$ cat src/rtl/pdh_consts.vh
// constants for the packet descriptor handler: descriptor layout,
// command/status fields, bus register map and bit positions.
// assumes inclusion by bare name from the design file.
//
// Functional notes
// - descriptor word 0 links next, bits 1:0 zero
// - device reads cmdsts at 4, writes completion back
// - default buffer pointer at 8, tx any byte
// - each descriptor is exactly one fragment
// - legacy layout: pointer at 12, 8 ignored
// - bit 31 ownership, producer sets, consumer clears
// - tx host produces, rx device produces
// - bit 30 set means more descriptors follow
// - bit 29 requests interrupt at ownership return
// - tx bit 28 suppresses fcs append
// - rx always sets bit 28, fcs included
// - bit 27 marks good packet in last
// - bits 26:16 status decoded by direction
// - bits 11:0 hold buffer byte count
`ifndef PDH_CONSTS_VH
`define PDH_CONSTS_VH

// descriptor word offsets
`define PDH_OFF_LINK    32'h0000_0000
`define PDH_OFF_CMD     32'h0000_0004
`define PDH_OFF_BUF     32'h0000_0008
`define PDH_OFF_BUF_LEG 32'h0000_000C

// command/status field positions
`define PDH_BIT_OWN  31
`define PDH_BIT_MORE 30
`define PDH_BIT_DESCRIPTOR_INTERRUPT_REQUEST 29
`define PDH_BIT_FCS  28
`define PDH_BIT_OK   27
`define PDH_ST_HI    26
`define PDH_ST_LO    16
`define PDH_RSV_HI   15
`define PDH_RSV_LO   12
`define PDH_SZ_HI    11
`define PDH_SZ_LO    0

// register byte offsets (low address bits)
`define PDH_REG_CTRL  8'h00
`define PDH_REG_DESC  8'h04
`define PDH_REG_STAT  8'h08
`define PDH_REG_IEN   8'h0C
`define PDH_REG_ICLR  8'h10
`define PDH_REG_STATE 8'h14

// control bits
`define PDH_CTL_EN   0
`define PDH_CTL_RX   1
`define PDH_CTL_LEG  2
`define PDH_CTL_POLL 3

// event bits and width
`define PDH_EV_DINT  0
`define PDH_EV_STALL 1
`define PDH_EV_PKT   2
`define PDH_EV_W     3

`endif

$ cat src/rtl/pdh_descriptor_handler.v
// descriptor engine of a bus-mastering network controller: walks a
// linked list of descriptors in host memory, hands fragments to the mac
// and writes completion back; registers over ahb-lite.
// assumes one clock for bus slave, memory master and mac side; the
// memory port holds each request until a one-cycle acknowledge.
//
// The AHB-Lite slave port and the address map were left to the implementer.
`timescale 1ns/1ps
`default_nettype none
`include "pdh_consts.vh"

module pdh_descriptor_handler #(
  parameter SW = 11, // direction-specific status width
  parameter CW = 12  // byte count width
) (
  input  wire          ref_clk_in,
  input  wire          reset_n_in,
  // ahb-lite slave
  input  wire          hsel_in,
  input  wire [31:0]   haddr_in,
  input  wire [1:0]    htrans_in,
  input  wire          hwrite_in,
  input  wire [2:0]    hsize_in,
  input  wire [31:0]   hwdata_in,
  input  wire          hready_in,
  output wire [31:0]   hrdata_out,
  output wire          hreadyout_out,
  output wire          hresp_out,
  // host memory master
  output wire          mem_req_out,
  output wire          mem_write_out,
  output wire [31:0]   mem_addr_out,
  output wire [31:0]   mem_wdata_out,
  input  wire          mem_ack_in,
  input  wire [31:0]   mem_rdata_in,
  // fragment hand-off to the mac
  output wire          frag_valid_out,
  output wire [31:0]   frag_addr_out,
  output wire [CW-1:0] frag_size_out,
  output wire          frag_last_out,
  output wire          frag_rx_out,
  output wire          suppress_fcs_append_out,
  input  wire          frag_done_in,
  input  wire [CW-1:0] frag_size_in,
  input  wire          frag_last_in,
  input  wire          frag_ok_in,
  input  wire [SW-1:0] frag_status_in,
  // interrupt
  output wire          irq_out
);

  // one-hot engine states
  localparam [7:0] S_IDLE = 8'h01;
  localparam [7:0] S_LINK = 8'h02;
  localparam [7:0] S_CMD  = 8'h04;
  localparam [7:0] S_BUF  = 8'h08;
  localparam [7:0] S_XFER = 8'h10;
  localparam [7:0] S_WB   = 8'h20;

  reg  [7:0]          state_ff;      // engine state
  reg  [7:0]          nxt_state;     // next engine state
  reg  [31:0]         cur_ff;        // current descriptor address
  reg  [31:0]         link_ff;       // fetched link word
  reg  [31:0]         cmd_ff;        // fetched command/status word
  reg  [31:0]         buf_ff;        // fetched buffer pointer
  reg  [31:0]         wb_ff;         // completion word to write back
  reg                 req_ff;        // memory request pending
  reg                 mwr_ff;        // memory request is a write
  reg  [31:0]         maddr_ff;      // memory address
  reg                 fv_ff;         // fragment offered to mac
  reg  [3:0]          ctrl_ff;       // enable, rx, legacy; bit 3 held zero
  reg                 poll_ff;       // refetch requested by software
  reg  [`PDH_EV_W-1:0] stat_ff;      // sticky events
  reg  [`PDH_EV_W-1:0] ien_ff;       // interrupt enables
  reg                 dp_ff;         // bus data phase pending
  reg                 dpw_ff;        // data phase is a write
  reg  [7:0]          dpa_ff;        // data phase register offset
  reg  [31:0]         rdata_ff;      // read data for data phase

  wire en   = ctrl_ff[`PDH_CTL_EN];
  wire rx   = ctrl_ff[`PDH_CTL_RX];
  wire leg  = ctrl_ff[`PDH_CTL_LEG];
  wire own  = cmd_ff[`PDH_BIT_OWN];
  wire more = cmd_ff[`PDH_BIT_MORE];
  wire descriptor_interrupt_request = cmd_ff[`PDH_BIT_DESCRIPTOR_INTERRUPT_REQUEST];

  // tx: device consumes, usable while own set; rx: device produces,
  // usable while own clear
  wire usable = rx ? ~own : own;

  // legacy layout moves the pointer and skips the count word
  wire [31:0] buf_off = leg ? `PDH_OFF_BUF_LEG : `PDH_OFF_BUF;

  // a fragment is last by its descriptor on tx, by the mac on rx
  wire last = rx ? frag_last_in : ~more;

  // ahb address phase acceptance
  wire acc = hsel_in & htrans_in[1] & hready_in;
  wire wr  = dp_ff & dpw_ff;

  // events raised this cycle by the engine
  reg [`PDH_EV_W-1:0] ev;

  // next-state and event decode
  always @* begin
    nxt_state = state_ff;
    ev        = {`PDH_EV_W{1'b0}};
    case (state_ff)
      S_IDLE: begin
        // only a poll starts a fetch, so a stalled list waits here
        if (en && poll_ff) begin
          nxt_state = S_LINK;
        end
      end
      S_LINK: begin
        if (mem_ack_in) begin
          nxt_state = S_CMD;
        end
      end
      S_CMD: begin
        if (mem_ack_in) begin
          if (rx ? ~mem_rdata_in[`PDH_BIT_OWN]
                 : mem_rdata_in[`PDH_BIT_OWN]) begin
            nxt_state = S_BUF;
          end else begin
            // producer still holds it: stop, no write-back
            nxt_state            = S_IDLE;
            ev[`PDH_EV_STALL]    = 1'b1;
          end
        end
      end
      S_BUF: begin
        if (mem_ack_in) begin
          nxt_state = S_XFER;
        end
      end
      S_XFER: begin
        if (frag_done_in) begin
          nxt_state = S_WB;
        end
      end
      S_WB: begin
        if (mem_ack_in) begin
          // ownership returns now, so the interrupt fires now
          ev[`PDH_EV_DINT] = descriptor_interrupt_request;
          ev[`PDH_EV_PKT]  = ~wb_ff[`PDH_BIT_MORE];
          nxt_state        = en ? S_LINK : S_IDLE;
        end
      end
      default: begin
        nxt_state = S_IDLE;
      end
    endcase
  end

  // engine datapath and memory master
  always @(posedge ref_clk_in) begin
    if (!reset_n_in) begin
      state_ff <= S_IDLE;
      cur_ff   <= 32'h0000_0000;
      link_ff  <= 32'h0000_0000;
      cmd_ff   <= 32'h0000_0000;
      buf_ff   <= 32'h0000_0000;
      wb_ff    <= 32'h0000_0000;
      req_ff   <= 1'b0;
      mwr_ff   <= 1'b0;
      maddr_ff <= 32'h0000_0000;
      fv_ff    <= 1'b0;
    end else begin
      state_ff <= nxt_state;
      // request drops on the acknowledge, reissued below if needed
      if (mem_ack_in) begin
        req_ff <= 1'b0;
      end
      case (state_ff)
        S_IDLE: begin
          // software may reposition the list only while idle
          if (wr && dpa_ff == `PDH_REG_DESC) begin
            cur_ff <= {hwdata_in[31:2], 2'b00};
          end
          if (en && poll_ff) begin
            req_ff   <= 1'b1;
            mwr_ff   <= 1'b0;
            maddr_ff <= cur_ff + `PDH_OFF_LINK;
          end
        end
        S_LINK: begin
          if (mem_ack_in) begin
            // low two bits forced clear, descriptors are word aligned
            link_ff  <= {mem_rdata_in[31:2], 2'b00};
            req_ff   <= 1'b1;
            maddr_ff <= cur_ff + `PDH_OFF_CMD;
          end
        end
        S_CMD: begin
          if (mem_ack_in) begin
            cmd_ff <= mem_rdata_in;
            if (rx ? ~mem_rdata_in[`PDH_BIT_OWN]
                   : mem_rdata_in[`PDH_BIT_OWN]) begin
              req_ff   <= 1'b1;
              maddr_ff <= cur_ff + buf_off;
            end
          end
        end
        S_BUF: begin
          if (mem_ack_in) begin
            // tx pointer taken as is, any byte alignment
            buf_ff <= mem_rdata_in;
            fv_ff  <= 1'b1;
          end
        end
        S_XFER: begin
          if (frag_done_in) begin
            fv_ff    <= 1'b0;
            req_ff   <= 1'b1;
            mwr_ff   <= 1'b1;
            maddr_ff <= cur_ff + `PDH_OFF_CMD;
            if (rx) begin
              // rx: hand to driver, fcs always in the buffer
              wb_ff[`PDH_BIT_OWN]  <= 1'b1;
              wb_ff[`PDH_BIT_MORE] <= ~frag_last_in;
              wb_ff[`PDH_BIT_FCS]  <= 1'b1;
              wb_ff[`PDH_SZ_HI:`PDH_SZ_LO] <= frag_size_in;
              wb_ff[`PDH_RSV_HI:`PDH_RSV_LO] <= 4'h0;
            end else begin
              // tx: give back, keep driver's count and fcs choice
              wb_ff[`PDH_BIT_OWN]  <= 1'b0;
              wb_ff[`PDH_BIT_MORE] <= more;
              wb_ff[`PDH_BIT_FCS]  <= cmd_ff[`PDH_BIT_FCS];
              wb_ff[`PDH_SZ_HI:`PDH_SZ_LO] <=
                cmd_ff[`PDH_SZ_HI:`PDH_SZ_LO];
              wb_ff[`PDH_RSV_HI:`PDH_RSV_LO] <=
                cmd_ff[`PDH_RSV_HI:`PDH_RSV_LO];
            end
            wb_ff[`PDH_BIT_DESCRIPTOR_INTERRUPT_REQUEST] <= descriptor_interrupt_request;
            // completion only in the last descriptor of a packet
            wb_ff[`PDH_BIT_OK]   <= last & frag_ok_in;
            // status field meaning follows the direction bit
            wb_ff[`PDH_ST_HI:`PDH_ST_LO] <= last ? frag_status_in
                                               : {SW{1'b0}};
          end
        end
        S_WB: begin
          if (mem_ack_in) begin
            mwr_ff <= 1'b0;
            cur_ff <= link_ff;
            if (en) begin
              req_ff   <= 1'b1;
              maddr_ff <= link_ff + `PDH_OFF_LINK;
            end
          end
        end
        default: begin
          fv_ff  <= 1'b0;
          req_ff <= 1'b0;
        end
      endcase
    end
  end

  // control, poll request, events and enables
  always @(posedge ref_clk_in) begin
    if (!reset_n_in) begin
      ctrl_ff <= 4'h0;
      poll_ff <= 1'b0;
      stat_ff <= {`PDH_EV_W{1'b0}};
      ien_ff  <= {`PDH_EV_W{1'b0}};
    end else begin
      if (wr && dpa_ff == `PDH_REG_CTRL) begin
        ctrl_ff <= {1'b0, hwdata_in[2:0]};
      end
      // poll set wins over the clear taken when a fetch starts
      if (wr && dpa_ff == `PDH_REG_CTRL && hwdata_in[`PDH_CTL_POLL]) begin
        poll_ff <= 1'b1;
      end else if (state_ff == S_IDLE && en) begin
        poll_ff <= 1'b0;
      end
      if (wr && dpa_ff == `PDH_REG_IEN) begin
        ien_ff <= hwdata_in[`PDH_EV_W-1:0];
      end
      // write-one-to-clear; a new event in the same cycle survives
      if (wr && dpa_ff == `PDH_REG_ICLR) begin
        stat_ff <= (stat_ff & ~hwdata_in[`PDH_EV_W-1:0]) | ev;
      end else begin
        stat_ff <= stat_ff | ev;
      end
    end
  end

  // register read mux, sampled in the address phase
  // limitation: a read straight behind a write to the same register
  // returns the old value, as the write lands at the end of its data
  // phase; software leaves one idle cycle between them
  reg [31:0] rmux;
  always @* begin
    case (haddr_in[7:0])
      `PDH_REG_CTRL:  rmux = {28'h0000000, 1'b0, ctrl_ff[2:0]};
      `PDH_REG_DESC:  rmux = cur_ff;
      `PDH_REG_STAT:  rmux = {29'h00000000, stat_ff};
      `PDH_REG_IEN:   rmux = {29'h00000000, ien_ff};
      `PDH_REG_STATE: rmux = {23'h000000, poll_ff, state_ff};
      default:        rmux = 32'h0000_0000; // unmapped and clear reg
    endcase
  end

  // ahb-lite slave: zero wait states, data phase follows address phase
  always @(posedge ref_clk_in) begin
    if (!reset_n_in) begin
      dp_ff    <= 1'b0;
      dpw_ff   <= 1'b0;
      dpa_ff   <= 8'h00;
      rdata_ff <= 32'h0000_0000;
    end else if (hready_in) begin
      dp_ff  <= acc;
      dpw_ff <= hwrite_in;
      dpa_ff <= haddr_in[7:0];
      if (acc && !hwrite_in) begin
        rdata_ff <= rmux;
      end
    end
  end

  assign hrdata_out     = rdata_ff;
  assign hreadyout_out  = 1'b1;
  assign hresp_out      = 1'b0;

  assign mem_req_out    = req_ff;
  assign mem_write_out  = mwr_ff;
  assign mem_addr_out   = maddr_ff;
  assign mem_wdata_out  = wb_ff;

  assign frag_valid_out = fv_ff;
  assign frag_addr_out  = buf_ff;
  assign frag_size_out  = cmd_ff[`PDH_SZ_HI:`PDH_SZ_LO];
  assign frag_last_out  = ~more;
  assign frag_rx_out    = rx;
  // only meaningful on tx; rx descriptors never suppress
  assign suppress_fcs_append_out = ~rx & cmd_ff[`PDH_BIT_FCS];

  assign irq_out = |(stat_ff & ien_ff);

endmodule
`default_nettype wire

$ cat config.mk
export PLATFORM = sky130hd
export DESIGN_NAME = pdh_descriptor_handler
export DESIGN_NICKNAME = d
export VERILOG_FILES = /design/src/rtl/pdh_descriptor_handler.v
export VERILOG_INCLUDE_DIRS = /design/src /design/src/rtl
export SDC_FILE = /design/constraint.sdc
export NUM_CORES = 1
export LEC_CHECK = 0
export ABC_AREA = 0
export BUFFER_PORTS_ARGS = -buffer_cell sky130_fd_sc_hd__buf_2
export CORE_UTILIZATION = 50
export CTS_CLUSTER_SIZE = 30
export DETAILED_ROUTE_END_ITERATION = 16
export HOLD_SLACK_MARGIN = 0.1
export MAX_ROUTING_LAYER = met4
export PLACE_DENSITY_LB_ADDON = 0.08
export SYNTH_ARGS = -nofsm -noshare
export SYNTH_HDL_FRONTEND = slang
export SYNTH_SLANG_ARGS = --single-unit
$ cat constraint.sdc
create_clock -name ref_clk_in -period 4.01 [get_ports ref_clk_in]
set_input_delay 0.2005 -clock ref_clk_in [delete_from_list [all_inputs] [get_ports ref_clk_in]]
set_output_delay 0.2005 -clock ref_clk_in [all_outputs]
set_load 0.05 [all_outputs]
==> flow_metrics.env <==
export IMPL_outcome="finished, final reports clean"
export IMPL_drv_cap=0
export IMPL_clock_sinks=234
export IMPL_netlist_area_sq_um=10300
export IMPL_maxSlewHeadroom_pct=16.9
export IMPL_drt_pass1_iter_count=7
export IMPL_layout_cells_most_common="nand2_1"
export IMPL_ys_async_sr_fraction_pct=0
export IMPL_core_area_sq_um=20200
export IMPL_grt_max_degree=104
export IMPL_htree_num_levels=1
export IMPL_grt_overflow=0
export IMPL_fmax_mhz=305
export IMPL_cp_num_cells=10
export IMPL_hold_worst_slack_ns=0.128
export IMPL_max_clock_path_buffers=3
export IMPL_p_leak_uw=0.00530
export IMPL_synthCells=1273
export IMPL_tightest_slew_ns=1.24
export IMPL_synth_edf_count=0
export IMPL_synthFlopType="dfxtp_1"
export IMPL_setup_tns_ns=0
export IMPL_hold_path_depth=3
export IMPL_power_density_nw_per_um2=491
export IMPL_post_cts_resized=0
export IMPL_ys_types=65
export IMPL_numCtsBuffers=25
export IMPL_vias_per_cell=5.67
export IMPL_die_x_um=145
export IMPL_ios=282
export IMPL_die_h_um=145
export IMPL_clk_pin_slew_ns=0.06
export IMPL_cp_data_arrival_time_ns=3.75
export IMPL_grt_use_total_pct=30.9
export IMPL_vdd_drop_max_v=0.000300
export IMPL_cp_end_kind="register"
export IMPL_drt_total_wl_um=33000
export IMPL_critical_path_class="reg -> reg"
export IMPL_reg2reg_depth=10
export IMPL_wire_per_inst_um=18.0
export IMPL_drt_iter0_markers=900
export IMPL_crit_path_max_incr_delay_ns=0.62
export IMPL_cp_start_kind="register"
export IMPL_required_ns=4.48
export IMPL_critPathTopFamily="simple AND/OR/NAND/NOR gates"
export IMPL_crit_buf_inv=0
export IMPL_port_buffers=249
export IMPL_ys_seq_area_share_pct=45.5
export IMPL_total_power_uw=6540
export IMPL_nFillCells=1721
export IMPL_place_hpwl_um=21300
export IMPL_clockRootBuffer="clkbuf_16"
export IMPL_worst_skew_pair_late_latency_ns=0.53
export IMPL_drive_above_1_share_pct=20.6
export IMPL_period_share_pct=81.8
export IMPL_dp_worst_setup_slack_ns=0.789
export IMPL_post_route_min_period_ns=3.28
export IMPL_globalplace_congestion=0.871
export IMPL_cts_tree="done"
export IMPL_post_cts_buffers=0
export IMPL_setup_violations_final=0
export IMPL_slew_viol_final=0
export IMPL_finClkSkew_ns=0.0192
export IMPL_ys_seq_elements=234
export IMPL_antenna_found_initial=0
export IMPL_hold_viol_final=0
export IMPL_yosysWarnings=0
export IMPL_synth_avg_cell_area_sq_um=8.08
export IMPL_grt_pass1_vias=9754
export IMPL_rows=52
export IMPL_r2r_slack_ns=0.73
export IMPL_path_cells="xor2_1, nand3b_1, nand2b_1, ha_1, fa_1, and4_1, nand4_1, or3_1, a21oi_1, o221a_1"
export IMPL_setup_ws_ns=0.730
export IMPL_areaGrowthSynthToFinish_pct=29.4
export IMPL_diodes=0
export IMPL_ant_nets=0
export IMPL_grt_first_pass_wirelength_um=51600
export IMPL_drc=0
export IMPL_cp_slowest_cell="dfxtp_1"
export IMPL_hold_path_class="in -> reg"
export IMPL_worstPathMaxFanout=14
export IMPL_nNetsFinal=1680
export IMPL_start_util_pct=50.9
export IMPL_die_area_sq_um=21200
export IMPL_vias=10400
export IMPL_rsz0062_at_grt="no"
export IMPL_final_cell_mix="260 x nand2_1, 249 x buf_2, 234 x dfxtp_1"
[tightest hold or removal path, stage by stage]
cell      delay [ns]
buf_2           0.18
a21oi_1         0.15
a211oi_1        0.06
[worst paths after layout]
path,start,to
worst min-delay path,mem_ack_in,frag_valid_out$_SDFFE_PN0P_
worst max register to register,state_ff[4]$_SDFFE_PN0P_,mem_addr_out[24]$_SDFFE_PN0P_
worst max-delay path,state_ff[4]$_SDFFE_PN0P_,mem_addr_out[24]$_SDFFE_PN0P_
worst min register to register,hrdata_out[3]$_SDFFE_PN0P_,hrdata_out[3]$_SDFFE_PN0P_
[synthesized netlist by cell type, types with 6 or more instances]
cell,n,area share (%)
buf_4,18,1.3
nand3_1,41,2.0
a21oi_1,169,8.2
nand4_1,10,0.61
a211oi_1,27,2.0
a22oi_1,32,2.3
o211ai_1,6,0.44
o31a_1,8,0.68
nand2b_1,7,0.43
o221a_1,7,0.77
clkbuf_1,85,3.1
o21ai_1,9,0.44
inv_1,11,0.40
nor2_1,102,3.7
and2_1,10,0.61
a311oi_1,40,3.4
o21ai_0,15,0.73
nor3_1,10,0.49
mux2i_1,34,3.3
dfxtp_1,234,46
nand2_1,260,9.5
and3_1,20,1.2
nor4_1,11,0.67
buf_2,23,1.1
[where the power goes]
part / switching (uW) / internal (uW) / leakage, uW / total [uW]
registers: 213 / 2490 / 0.00190 / 2700
logic: 984 / 541 / 0.00300 / 1530
clock network: 935 / 1380 / 0.000408 / 2320
total: 2130 / 4410 / 0.00530 / 6540
[repair_timing]
action / 4_1_cts / 5_1_grt
setup endpoints to repair: 0 / 0
hold endpoints to repair: 160 / 0
hold buffers: 101 / 0
[state kept, by name, indices dropped and copies added (netlist names)]
| signal | flops |
|---|---|
| dp_ff | 1 |
| hrdata_out | 32 |
| state_ff | 6 |
| mem_addr_out | 30 |
| cur_ff | 30 |
| stat_ff | 3 |
| frag_valid_out | 1 |
| cmd_ff | 19 |
| ien_ff | 3 |
| mem_write_out | 1 |
| frag_addr_out | 32 |
| ctrl_ff | 3 |
| dpw_ff | 1 |
| link_ff | 30 |
| mem_req_out | 1 |
| poll_ff | 1 |
| dpa_ff | 8 |
| mem_wdata_out | 32 |
[layer usage]
metal  wire length, um  track usage (%)  part of all wire, %  up-vias
met1             14600             40.8                   44     4888
met4               565             7.84                  1.7        0
li1                  -                -                    -     5016
met3              2530             4.26                  7.7       49
met2             15200             50.0                   46      428
met5                 0                -                    0        -
[cell families (layout without fill, tap and decap cells)]
family | count (synthesis) | in the layout | synth area share (%)
mux | 41 | 41 | 4.18
flops | 234 | 234 | 45.5
simple gates | 508 | 508 | 22.2
buf+inv | 142 | 427 | 6.12
other cells | 2 | 4 | 0.0730
xor+xnor | 4 | 4 | 0.340
fa+ha+maj | 3 | 3 | 0.438
compound gates | 339 | 339 | 21.1
[through the flow]
step | std cells | cell area [sq um] | util (%)
6_report | 1830 | 13300 | 65.8
2_1_floorplan | 1275 | 10300 | -
3_3_place_gp | 1686 | 11500 | 56.8
4_1_cts | 1830 | 13300 | 65.8
3_5_place_dp | 1686 | 11500 | 56.8
5_1_grt | 1830 | 13300 | 65.8
[area by class of cell]
cell class	count	area (sq um)	share of cell area (%)
Multi-Input combinational cell	899	5000	37.6
Sequential cell	234	4680	35.2
Timing Repair Buffer	372	2420	18.2
Clock buffer	35	723	5.43
Tap cell	270	338	2.54
Clock inverter	8	97.6	0.733
Inverter	12	50.0	0.376
No activity file was read; power rests on OpenSTA's default activity.
